<file path="src/hdl/flash_guard_cfg.svh">
`ifndef FLASH_GUARD_CFG_SVH
`define FLASH_GUARD_CFG_SVH

`define CLK_PERIOD_NS   20
`define WRITE_TIME_NS   40000
`define ERASE_TIME_NS   20000000
`define WRITE_CYC       ((`WRITE_TIME_NS + `CLK_PERIOD_NS - 1) / `CLK_PERIOD_NS)
`define ERASE_CYC       ((`ERASE_TIME_NS + `CLK_PERIOD_NS - 1) / `CLK_PERIOD_NS)

`define KEY_FIRST       8'ha5
`define KEY_SECOND      8'hf1
`define ERASED_BYTE     8'hff
`define CTL_WEN_BIT     0
`define CTL_EEN_BIT     1
`define SEL_CTL         1'h0
`define SEL_KEY         1'h1
`define PAGE_BYTES      11'h400
`define RESERVED_BASE   15'h7c00

`define REG_ADDR        8'h00
`define REG_CMD         8'h04
`define REG_STAT        8'h08
`define REG_IRQ_ST      8'h0c
`define REG_IRQ_CLR     8'h10
`define REG_IRQ_EN      8'h14
`define CMD_CTL         3'h0
`define CMD_KEY         3'h1
`define CMD_WR          3'h2
`define CMD_RD          3'h3
`define CMD_CODE        3'h4
`define EVT_DONE        0
`define EVT_REFUSED     1
`define RESP_OKAY       2'h0
`define RESP_SLVERR     2'h2

`endif

</file>
<file path="src/hdl/flash_guard_pkg.sv">
package flash_guard_pkg;
    typedef enum logic [1:0] {KEY_IDLE, KEY_HALF, KEY_OPEN, KEY_LOCKED} key_state_t;
    typedef enum logic [1:0] {OP_IDLE, OP_PROG, OP_ERASE} op_state_t;
    typedef enum logic [1:0] {H_IDLE, H_WAIT_DATA, H_WAIT_CODE} host_state_t;
endpackage

</file>
<file path="src/hdl/flash_guard_if.sv">
interface flash_guard_if;
    logic        sfr_wr;
    logic        sfr_sel;
    logic        data_wr;
    logic        data_rd;
    logic        code_rd;
    logic [14:0] addr;
    logic [7:0]  wdata;
    logic [7:0]  rdata;
    logic        data_done;
    logic        code_done;
    logic [1:0]  ctl_q;
    logic        busy;
    logic        stall;
    logic        irq_hold;

    modport dev (
        input  sfr_wr, sfr_sel, data_wr, data_rd, code_rd, addr, wdata,
        output rdata, data_done, code_done, ctl_q, busy, stall, irq_hold
    );
    modport core (
        output sfr_wr, sfr_sel, data_wr, data_rd, code_rd, addr, wdata,
        input  rdata, data_done, code_done, ctl_q, busy, stall, irq_hold
    );
endinterface

</file>
<file path="src/hdl/flash_core_port.sv">
// Chosen here: the AXI4-Lite slave port and the register addresses.
`include "flash_guard_cfg.svh"

module flash_core_port (
    input  wire logic        core_clk,
    input  wire logic        rst,
    input  wire logic        ce,
    input  wire logic [7:0]  s_axi_awaddr,
    input  wire logic        s_axi_awvalid,
    output logic             s_axi_awready,
    input  wire logic [31:0] s_axi_wdata,
    input  wire logic [3:0]  s_axi_wstrb,
    input  wire logic        s_axi_wvalid,
    output logic             s_axi_wready,
    output logic [1:0]       s_axi_bresp,
    output logic             s_axi_bvalid,
    input  wire logic        s_axi_bready,
    input  wire logic [7:0]  s_axi_araddr,
    input  wire logic        s_axi_arvalid,
    output logic             s_axi_arready,
    output logic [31:0]      s_axi_rdata,
    output logic [1:0]       s_axi_rresp,
    output logic             s_axi_rvalid,
    input  wire logic        s_axi_rready,
    output logic             irq,
    flash_guard_if.core      bus
);

    flash_guard_pkg::host_state_t st_r;
    logic [7:0]  awaddr_r;
    logic [31:0] wdata_r;
    logic [3:0]  wstrb_r;
    logic        aw_have_r;
    logic        w_have_r;
    logic        do_wr;
    logic        ar_hs;
    logic [14:0] addr_r;
    logic [7:0]  cmd_data_r;
    logic [2:0]  cmd_kind_r;
    logic        pend_r;
    logic [7:0]  result_r;
    logic [1:0]  irq_st_r;
    logic [1:0]  irq_en_r;
    logic        busy_q_r;
    logic [1:0]  evt;
    logic [1:0]  clr;

    // Byte-lane merge of a write into a register word.
    function automatic logic [31:0] merge(input logic [31:0] old, input logic [31:0] nw,
                                          input logic [3:0] strb);
        logic [31:0] m;
        m = old;
        for (int i = 0; i < 4; i++)
        begin
            if (strb[i])
            begin
                m[8*i +: 8] = nw[8*i +: 8];
            end
        end
        return m;
    endfunction

    assign do_wr = aw_have_r && w_have_r && !s_axi_bvalid;
    assign ar_hs = s_axi_arvalid && s_axi_arready;
    assign clr   = (do_wr && awaddr_r == `REG_IRQ_CLR) ? wdata_r[1:0] : 2'h0;

    ////////////////////////////////////////////////////////////////////////////////
    // Register bus.

    always_ff @(posedge core_clk or posedge rst)
    begin
        if (rst)
        begin
            aw_have_r     <= 1'b0;
            w_have_r      <= 1'b0;
            awaddr_r      <= 8'h00;
            wdata_r       <= 32'h00000000;
            wstrb_r       <= 4'h0;
            s_axi_awready <= 1'b0;
            s_axi_wready  <= 1'b0;
            s_axi_bvalid  <= 1'b0;
            s_axi_bresp   <= `RESP_OKAY;
            s_axi_arready <= 1'b0;
            s_axi_rvalid  <= 1'b0;
            s_axi_rdata   <= 32'h00000000;
            s_axi_rresp   <= `RESP_OKAY;
        end
        else if (ce)
        begin
            if (s_axi_awvalid && s_axi_awready)
            begin
                aw_have_r <= 1'b1;
                awaddr_r  <= s_axi_awaddr;
            end
            if (s_axi_wvalid && s_axi_wready)
            begin
                w_have_r <= 1'b1;
                wdata_r  <= s_axi_wdata;
                wstrb_r  <= s_axi_wstrb;
            end
            s_axi_awready <= !aw_have_r && !(s_axi_awvalid && s_axi_awready);
            s_axi_wready  <= !w_have_r && !(s_axi_wvalid && s_axi_wready);
            if (do_wr)
            begin
                s_axi_bvalid <= 1'b1;
                s_axi_bresp  <= (awaddr_r <= `REG_IRQ_EN && awaddr_r != `REG_STAT
                                 && awaddr_r[1:0] == 2'h0) ? `RESP_OKAY : `RESP_SLVERR;
            end
            else if (s_axi_bvalid && s_axi_bready)
            begin
                s_axi_bvalid <= 1'b0;
                aw_have_r    <= 1'b0;
                w_have_r     <= 1'b0;
            end
            s_axi_arready <= !ar_hs && !(s_axi_rvalid && !s_axi_rready);
            if (ar_hs)
            begin
                s_axi_rvalid <= 1'b1;
                s_axi_rresp  <= `RESP_OKAY;
                case (s_axi_araddr)
                    `REG_ADDR:   s_axi_rdata <= {17'h00000, addr_r};
                    `REG_CMD:    s_axi_rdata <= {21'h000000, cmd_kind_r, cmd_data_r};
                    `REG_STAT:   s_axi_rdata <= {16'h0000, result_r, 3'h0, bus.ctl_q,
                                                 bus.stall, pend_r, bus.busy};
                    `REG_IRQ_ST: s_axi_rdata <= {30'h00000000, irq_st_r};
                    `REG_IRQ_EN: s_axi_rdata <= {30'h00000000, irq_en_r};
                    default:
                    begin
                        s_axi_rdata <= 32'h00000000;
                        s_axi_rresp <= `RESP_SLVERR;
                    end
                endcase
            end
            else if (s_axi_rvalid && s_axi_rready)
            begin
                s_axi_rvalid <= 1'b0;
            end
        end
    end

    ////////////////////////////////////////////////////////////////////////////////
    // Command launch toward the device.

    always_ff @(posedge core_clk or posedge rst)
    begin
        if (rst)
        begin
            st_r        <= flash_guard_pkg::H_IDLE;
            addr_r      <= 15'h0000;
            cmd_data_r  <= 8'h00;
            cmd_kind_r  <= `CMD_CTL;
            pend_r      <= 1'b0;
            result_r    <= 8'h00;
            bus.sfr_wr  <= 1'b0;
            bus.sfr_sel <= `SEL_CTL;
            bus.data_wr <= 1'b0;
            bus.data_rd <= 1'b0;
            bus.code_rd <= 1'b0;
            bus.addr    <= 15'h0000;
            bus.wdata   <= 8'h00;
        end
        else if (ce)
        begin
            bus.sfr_wr  <= 1'b0;
            bus.data_wr <= 1'b0;
            bus.data_rd <= 1'b0;
            bus.code_rd <= 1'b0;
            if (do_wr && awaddr_r == `REG_ADDR)
            begin
                addr_r <= 15'(merge({17'h00000, addr_r}, wdata_r, wstrb_r));
            end
            if (do_wr && awaddr_r == `REG_CMD && !pend_r)
            begin
                pend_r     <= 1'b1;
                cmd_data_r <= wdata_r[7:0];
                cmd_kind_r <= wdata_r[10:8];
            end
            case (st_r)
                flash_guard_pkg::H_IDLE:
                begin
                    if (pend_r && (!bus.busy || cmd_kind_r == `CMD_CODE))
                    begin
                        bus.addr    <= addr_r;
                        bus.wdata   <= cmd_data_r;
                        bus.sfr_sel <= (cmd_kind_r == `CMD_KEY) ? `SEL_KEY : `SEL_CTL;
                        pend_r      <= 1'b0;
                        case (cmd_kind_r)
                            `CMD_CTL, `CMD_KEY: bus.sfr_wr <= 1'b1;
                            `CMD_WR:
                            begin
                                bus.data_wr <= !evt[`EVT_REFUSED];
                            end
                            `CMD_RD:
                            begin
                                bus.data_rd <= 1'b1;
                                pend_r      <= 1'b1;
                                st_r        <= flash_guard_pkg::H_WAIT_DATA;
                            end
                            `CMD_CODE:
                            begin
                                bus.code_rd <= 1'b1;
                                pend_r      <= 1'b1;
                                st_r        <= flash_guard_pkg::H_WAIT_CODE;
                            end
                            default: pend_r <= 1'b0;
                        endcase
                    end
                end
                flash_guard_pkg::H_WAIT_DATA, flash_guard_pkg::H_WAIT_CODE:
                begin
                    if ((st_r == flash_guard_pkg::H_WAIT_DATA) ? bus.data_done : bus.code_done)
                    begin
                        result_r <= bus.rdata;
                        pend_r   <= 1'b0;
                        st_r     <= flash_guard_pkg::H_IDLE;
                    end
                end
                default: st_r <= flash_guard_pkg::H_IDLE;
            endcase
        end
    end

    ////////////////////////////////////////////////////////////////////////////////
    // Interrupt status, enable and output.

    always_comb
    begin
        evt               = 2'h0;
        evt[`EVT_DONE]    = busy_q_r && !bus.busy;
        evt[`EVT_REFUSED] = st_r == flash_guard_pkg::H_IDLE && pend_r && !bus.busy
                            && cmd_kind_r == `CMD_WR && bus.ctl_q[0]
                            && addr_r >= `RESERVED_BASE;
    end

    always_ff @(posedge core_clk or posedge rst)
    begin
        if (rst)
        begin
            busy_q_r <= 1'b0;
            irq_st_r <= 2'h0;
            irq_en_r <= 2'h0;
            irq      <= 1'b0;
        end
        else if (ce)
        begin
            busy_q_r <= bus.busy;
            irq_st_r <= (irq_st_r & ~clr) | evt;
            if (do_wr && awaddr_r == `REG_IRQ_EN && wstrb_r[0])
            begin
                irq_en_r <= wdata_r[1:0];
            end
            irq <= |(irq_st_r & irq_en_r) && !bus.irq_hold && !bus.ctl_q[0];
        end
    end

endmodule

</file>
<file path="src/flat_wrapper.sv">
// flat-port wrapper written by rule: the top's interface ports become plain ports
module flash_core_port_flat 
  (core_clk, rst, ce, s_axi_awaddr, s_axi_awvalid, s_axi_awready, s_axi_wdata, s_axi_wstrb, s_axi_wvalid, s_axi_wready, s_axi_bresp, s_axi_bvalid, s_axi_bready, s_axi_araddr, s_axi_arvalid, s_axi_arready, s_axi_rdata, s_axi_rresp, s_axi_rvalid, s_axi_rready, irq, bus_sfr_wr, bus_sfr_sel, bus_data_wr, bus_data_rd, bus_code_rd, bus_addr, bus_wdata, bus_rdata, bus_data_done, bus_code_done, bus_ctl_q, bus_busy, bus_stall, bus_irq_hold);
  flash_guard_if bus_i ();
  input  wire logic core_clk;
  input  wire logic rst;
  input  wire logic ce;
  input  wire logic [7:0] s_axi_awaddr;
  input  wire logic s_axi_awvalid;
  output logic s_axi_awready;
  input  wire logic [31:0] s_axi_wdata;
  input  wire logic [3:0] s_axi_wstrb;
  input  wire logic s_axi_wvalid;
  output logic s_axi_wready;
  output logic [1:0] s_axi_bresp;
  output logic s_axi_bvalid;
  input  wire logic s_axi_bready;
  input  wire logic [7:0] s_axi_araddr;
  input  wire logic s_axi_arvalid;
  output logic s_axi_arready;
  output logic [31:0] s_axi_rdata;
  output logic [1:0] s_axi_rresp;
  output logic s_axi_rvalid;
  input  wire logic s_axi_rready;
  output logic irq;
  output wire logic [$bits(bus_i.sfr_wr)-1:0] bus_sfr_wr;
  output wire logic [$bits(bus_i.sfr_sel)-1:0] bus_sfr_sel;
  output wire logic [$bits(bus_i.data_wr)-1:0] bus_data_wr;
  output wire logic [$bits(bus_i.data_rd)-1:0] bus_data_rd;
  output wire logic [$bits(bus_i.code_rd)-1:0] bus_code_rd;
  output wire logic [$bits(bus_i.addr)-1:0] bus_addr;
  output wire logic [$bits(bus_i.wdata)-1:0] bus_wdata;
  input wire logic [$bits(bus_i.rdata)-1:0] bus_rdata;
  input wire logic [$bits(bus_i.data_done)-1:0] bus_data_done;
  input wire logic [$bits(bus_i.code_done)-1:0] bus_code_done;
  input wire logic [$bits(bus_i.ctl_q)-1:0] bus_ctl_q;
  input wire logic [$bits(bus_i.busy)-1:0] bus_busy;
  input wire logic [$bits(bus_i.stall)-1:0] bus_stall;
  input wire logic [$bits(bus_i.irq_hold)-1:0] bus_irq_hold;
  assign bus_sfr_wr = bus_i.sfr_wr;
  assign bus_sfr_sel = bus_i.sfr_sel;
  assign bus_data_wr = bus_i.data_wr;
  assign bus_data_rd = bus_i.data_rd;
  assign bus_code_rd = bus_i.code_rd;
  assign bus_addr = bus_i.addr;
  assign bus_wdata = bus_i.wdata;
  assign bus_i.rdata = bus_rdata;
  assign bus_i.data_done = bus_data_done;
  assign bus_i.code_done = bus_code_done;
  assign bus_i.ctl_q = bus_ctl_q;
  assign bus_i.busy = bus_busy;
  assign bus_i.stall = bus_stall;
  assign bus_i.irq_hold = bus_irq_hold;
  flash_core_port u_core (.core_clk(core_clk), .rst(rst), .ce(ce), .s_axi_awaddr(s_axi_awaddr), .s_axi_awvalid(s_axi_awvalid), .s_axi_awready(s_axi_awready), .s_axi_wdata(s_axi_wdata), .s_axi_wstrb(s_axi_wstrb), .s_axi_wvalid(s_axi_wvalid), .s_axi_wready(s_axi_wready), .s_axi_bresp(s_axi_bresp), .s_axi_bvalid(s_axi_bvalid), .s_axi_bready(s_axi_bready), .s_axi_araddr(s_axi_araddr), .s_axi_arvalid(s_axi_arvalid), .s_axi_arready(s_axi_arready), .s_axi_rdata(s_axi_rdata), .s_axi_rresp(s_axi_rresp), .s_axi_rvalid(s_axi_rvalid), .s_axi_rready(s_axi_rready), .irq(irq), .bus(bus_i));
endmodule
</file>
<file path="config.mk">
export PLATFORM = sky130hd
export DESIGN_NAME = flash_core_port_flat
export DESIGN_NICKNAME = d
export VERILOG_FILES = /design/src/hdl/flash_guard_pkg.sv /design/src/hdl/flash_guard_if.sv /design/src/hdl/flash_core_port.sv /design/src/flat_wrapper.sv
export VERILOG_INCLUDE_DIRS = /design/src /design/src/hdl
export SDC_FILE = /design/constraint.sdc
export NUM_CORES = 1
export LEC_CHECK = 0
export BUFFER_PORTS_ARGS = -buffer_cell sky130_fd_sc_hd__buf_2
export CORE_UTILIZATION = 40
export DETAILED_ROUTE_END_ITERATION = 10
export PLACE_DENSITY = 0.68
export SYNTH_ARGS = -nofsm -noshare
export SYNTH_HDL_FRONTEND = slang
export SYNTH_SLANG_ARGS = --single-unit
</file>
<file path="constraint.sdc">
create_clock -name core_clk -period 5.45 [get_ports core_clk]
set_clock_uncertainty 0.15 [all_clocks]
set_input_delay 0.8175 -clock core_clk [delete_from_list [all_inputs] [get_ports core_clk]]
set_output_delay 0.8175 -clock core_clk [all_outputs]
set_load 0.01 [all_outputs]
</file>
==> results.md <==
- Outcome: complete, no violations
- Pwr dens: 433 nW/um^2
- Clk_lat worst skew: 0.41 ns
- Max-slew headroom: 0.221
- WHS Path Cells: 2
- Avg Inst Size Synth: 13.1 sq um
- Initial Util: 0.411
- Drt wl/cell: 17.4 microns
- Final HPWL from detailed placement: 8800 microns
- RR Endpoint: u_core.bus.addr[7]
- Fmax: 375 MHz
- Max Root-Sink Buffers: 2
- Synth area leaders: dfrtp_1 (58%), mux2_2 (19%), a22oi_1 (3.0%)
- Crit share post-route: 0.489
- Commonest cells post-synth: dfrtp_1 (121), mux2_2 (89), nand2_1 (22)
- Total CTS buffers: 17
- Worst VDD drop: 0.219 mV
- CP endpoint kind: flip-flop
- RSZ-0062 raised after global routing: false
- Pre-CTS WS: 2.40 ns
- # fillers: 1128
- Global route overflow: 0
- Drt pass-1 iters: 4
- Core Util, Final: 0.511
- Seq cells post-synth: 121
- Gate Count Post-Synth: 397
- Cell taking the most area after synthesis: dfrtp_1
- Leading register cell type out of synthesis: dfrtp_1
- Die footprint: 13500 sq um
- Worst Reg2Reg Path Length in Cells: 3
- Ports: 145
- Post-CTS Resized: 0
- Hold WC Path Type: flip-flop to flip-flop
- Root Driver: clkbuf_16
- DR DRC count: 0
- CTS tree: done
- Most frequent cell after synthesis: dfrtp_1
- DR vias: 3619
- Minimum clock period: 2.67 ns
- Setup ws final: 2.78 ns
- Vias in the first global route: 3636
- Warnings, synthesis: 0
- Startpoint Class: flip-flop
- Post-CTS Setup Bufs: 0
- Async S/R FF share, synth: 1.00
- Design area: 6480 sq um
- Sequential fraction of the synthesis area: 0.581
- Netlist Area Pre-Place: 5210 sq um
- Tightest Pin Transition: 1.17 ns
- Global-route wire length before repair: 19100 microns
- Maximum net fanout on the critical path: 22
- TritonCTS Sinks: 121
- Die Ht: 116 microns
- Antenna violations before repair: 2
- Post-Route Setup TNS: 0 ns
- Worst r2r src: u_core.cmd_kind_r[1]
- HP Start: u_core.s_axi_rdata[12]
- Core area: 12700 sq um
- Die W: 116 microns
- Routed Antenna Nets: 0
- Maxcap violations: 0
- RD Place Congestion: 0.815
- Post-synth EDFFs: 0
- Final hold violations: 0
- Hold worst-path end: u_core.s_axi_rdata[12]
- Slew Viols, Final: 0
- Nets: 589
- Routed WL: 12200 microns
- Worst Path Required: 5.59 ns
- Top-area cell type share of the netlist area: 0.581
- Rows: 41
- Clock slew seen by the registers of the worst setup and hold paths: 0.05 ns
- Hold_buf cts: 0
- DR vias/cell: 5.18
- Share of layout cells above drive strength 1: 0.452
- WP data arrival: 2.80 ns
- Leakage: 0.00318 uW
- Crit. Startpoint: u_core.cmd_kind_r[1]
- Post-DP Area: 5850 sq um
- Endpoints failing setup: 0
- DRT iter0 DRCs: 202
- CP Class: flip-flop to flip-flop
- Syn-to-layout area delta: 24.3%
- Port bufs: 107
- Synth unique cells: 47
- Largest net degree at the start of global routing: 86
- Total power: 2800 uW
- Flop2flop setup slack: 2.78 ns
- GRT Util Overall: 0.194
- CTS HTree Levels: 4
## sequential cells by signal (all words and copies together) (netlist names), 3 cells and up
register and count:
u_core.result_r 8, u_core.cmd_kind_r 3, u_core.bus.wdata 8, u_core.addr_r 15, u_core.cmd_data_r 8, u_core.bus.addr 15, u_core.awaddr_r 8, u_core.wdata_r 15
u_core.s_axi_rdata 16
## how the worst max path moves through the flow
stage | end | cells past startpoint
finish | u_core.bus.addr[7] | 3
CTS | u_core.s_axi_rdata[8] | 5
global route | u_core.s_axi_rdata[5] | 5
floorplan | u_core.addr_r[0] | 1
detailed placement | u_core.s_axi_rdata[8] | 5
global placement | u_core.s_axi_rdata[3] | 5
## layer usage
layer | GRT usage | share of wire
met5 | 0 | 0
met4 | 0.0880 | 0.018
met1 | 0.252 | 0.45
met3 | 0.0535 | 0.047
met2 | 0.306 | 0.48
## placed cells by master (no fill, tap or decap), types with 5 or more instances in the layout
cell	instances
dfrtp_1	121
buf_2	107
conb_1	18
a21oi_1	8
mux2_2	89
o21ai_0	14
nor2_1	14
inv_1	11
clkbuf_16	17
a22oi_1	21
a211oi_1	7
nand2_1	22
nand3_1	5
clkbuf_8	8
## power breakdown
group / switching, uW / internal (uW) / total, uW
Sequential: 159 / 1090 / 1250
Combinational: 190 / 216 / 406
Clock: 376 / 770 / 1150
Total: 725 / 2080 / 2800
## metrics by stage
stage | hold WS, ns | cells
3_3_place_gp | 0.315 | 664
3_5_place_dp | 0.313 | 664
5_1_grt | 0.355 | 697
6_report | 0.325 | 699
4_1_cts | 0.325 | 696
2_1_floorplan | 0.325 | 414
## critical path, stage by stage (launching register included)
cell	delay, ns
dfrtp_1	0.46
nor3b_1	0.47
o2111a_1	1.03
mux2_2	0.44
## kinds of logic (layout without fill, tap and decap cells)
| logic type | Yosys count | count (layout) | synth area share |
|---|---|---|---|
| other cells | 1 | 21 | 0.000720 |
| flops | 121 | 121 | 0.581 |
| simple gates | 68 | 68 | 0.0728 |
| mux | 93 | 93 | 0.200 |
| buf+inv | 43 | 153 | 0.0461 |
| compound gates | 68 | 68 | 0.0918 |
| fa+ha+maj | 3 | 3 | 0.00721 |
## layout make-up
| class | instances | area (sq um) | share of cell area |
|---|---|---|---|
| antenna | 3 | 7.51 | 0.00116 |
| clock buffer | 27 | 543 | 0.0838 |
| clock inverter | 5 | 80.1 | 0.0124 |
| inverter | 12 | 47.5 | 0.00734 |
| multi-input combinational | 250 | 2000 | 0.310 |
| sequential | 121 | 3030 | 0.468 |
| tap | 172 | 215 | 0.0332 |
| timing repair buffer | 109 | 551 | 0.0850 |
(Power assumes the default switching activity.)
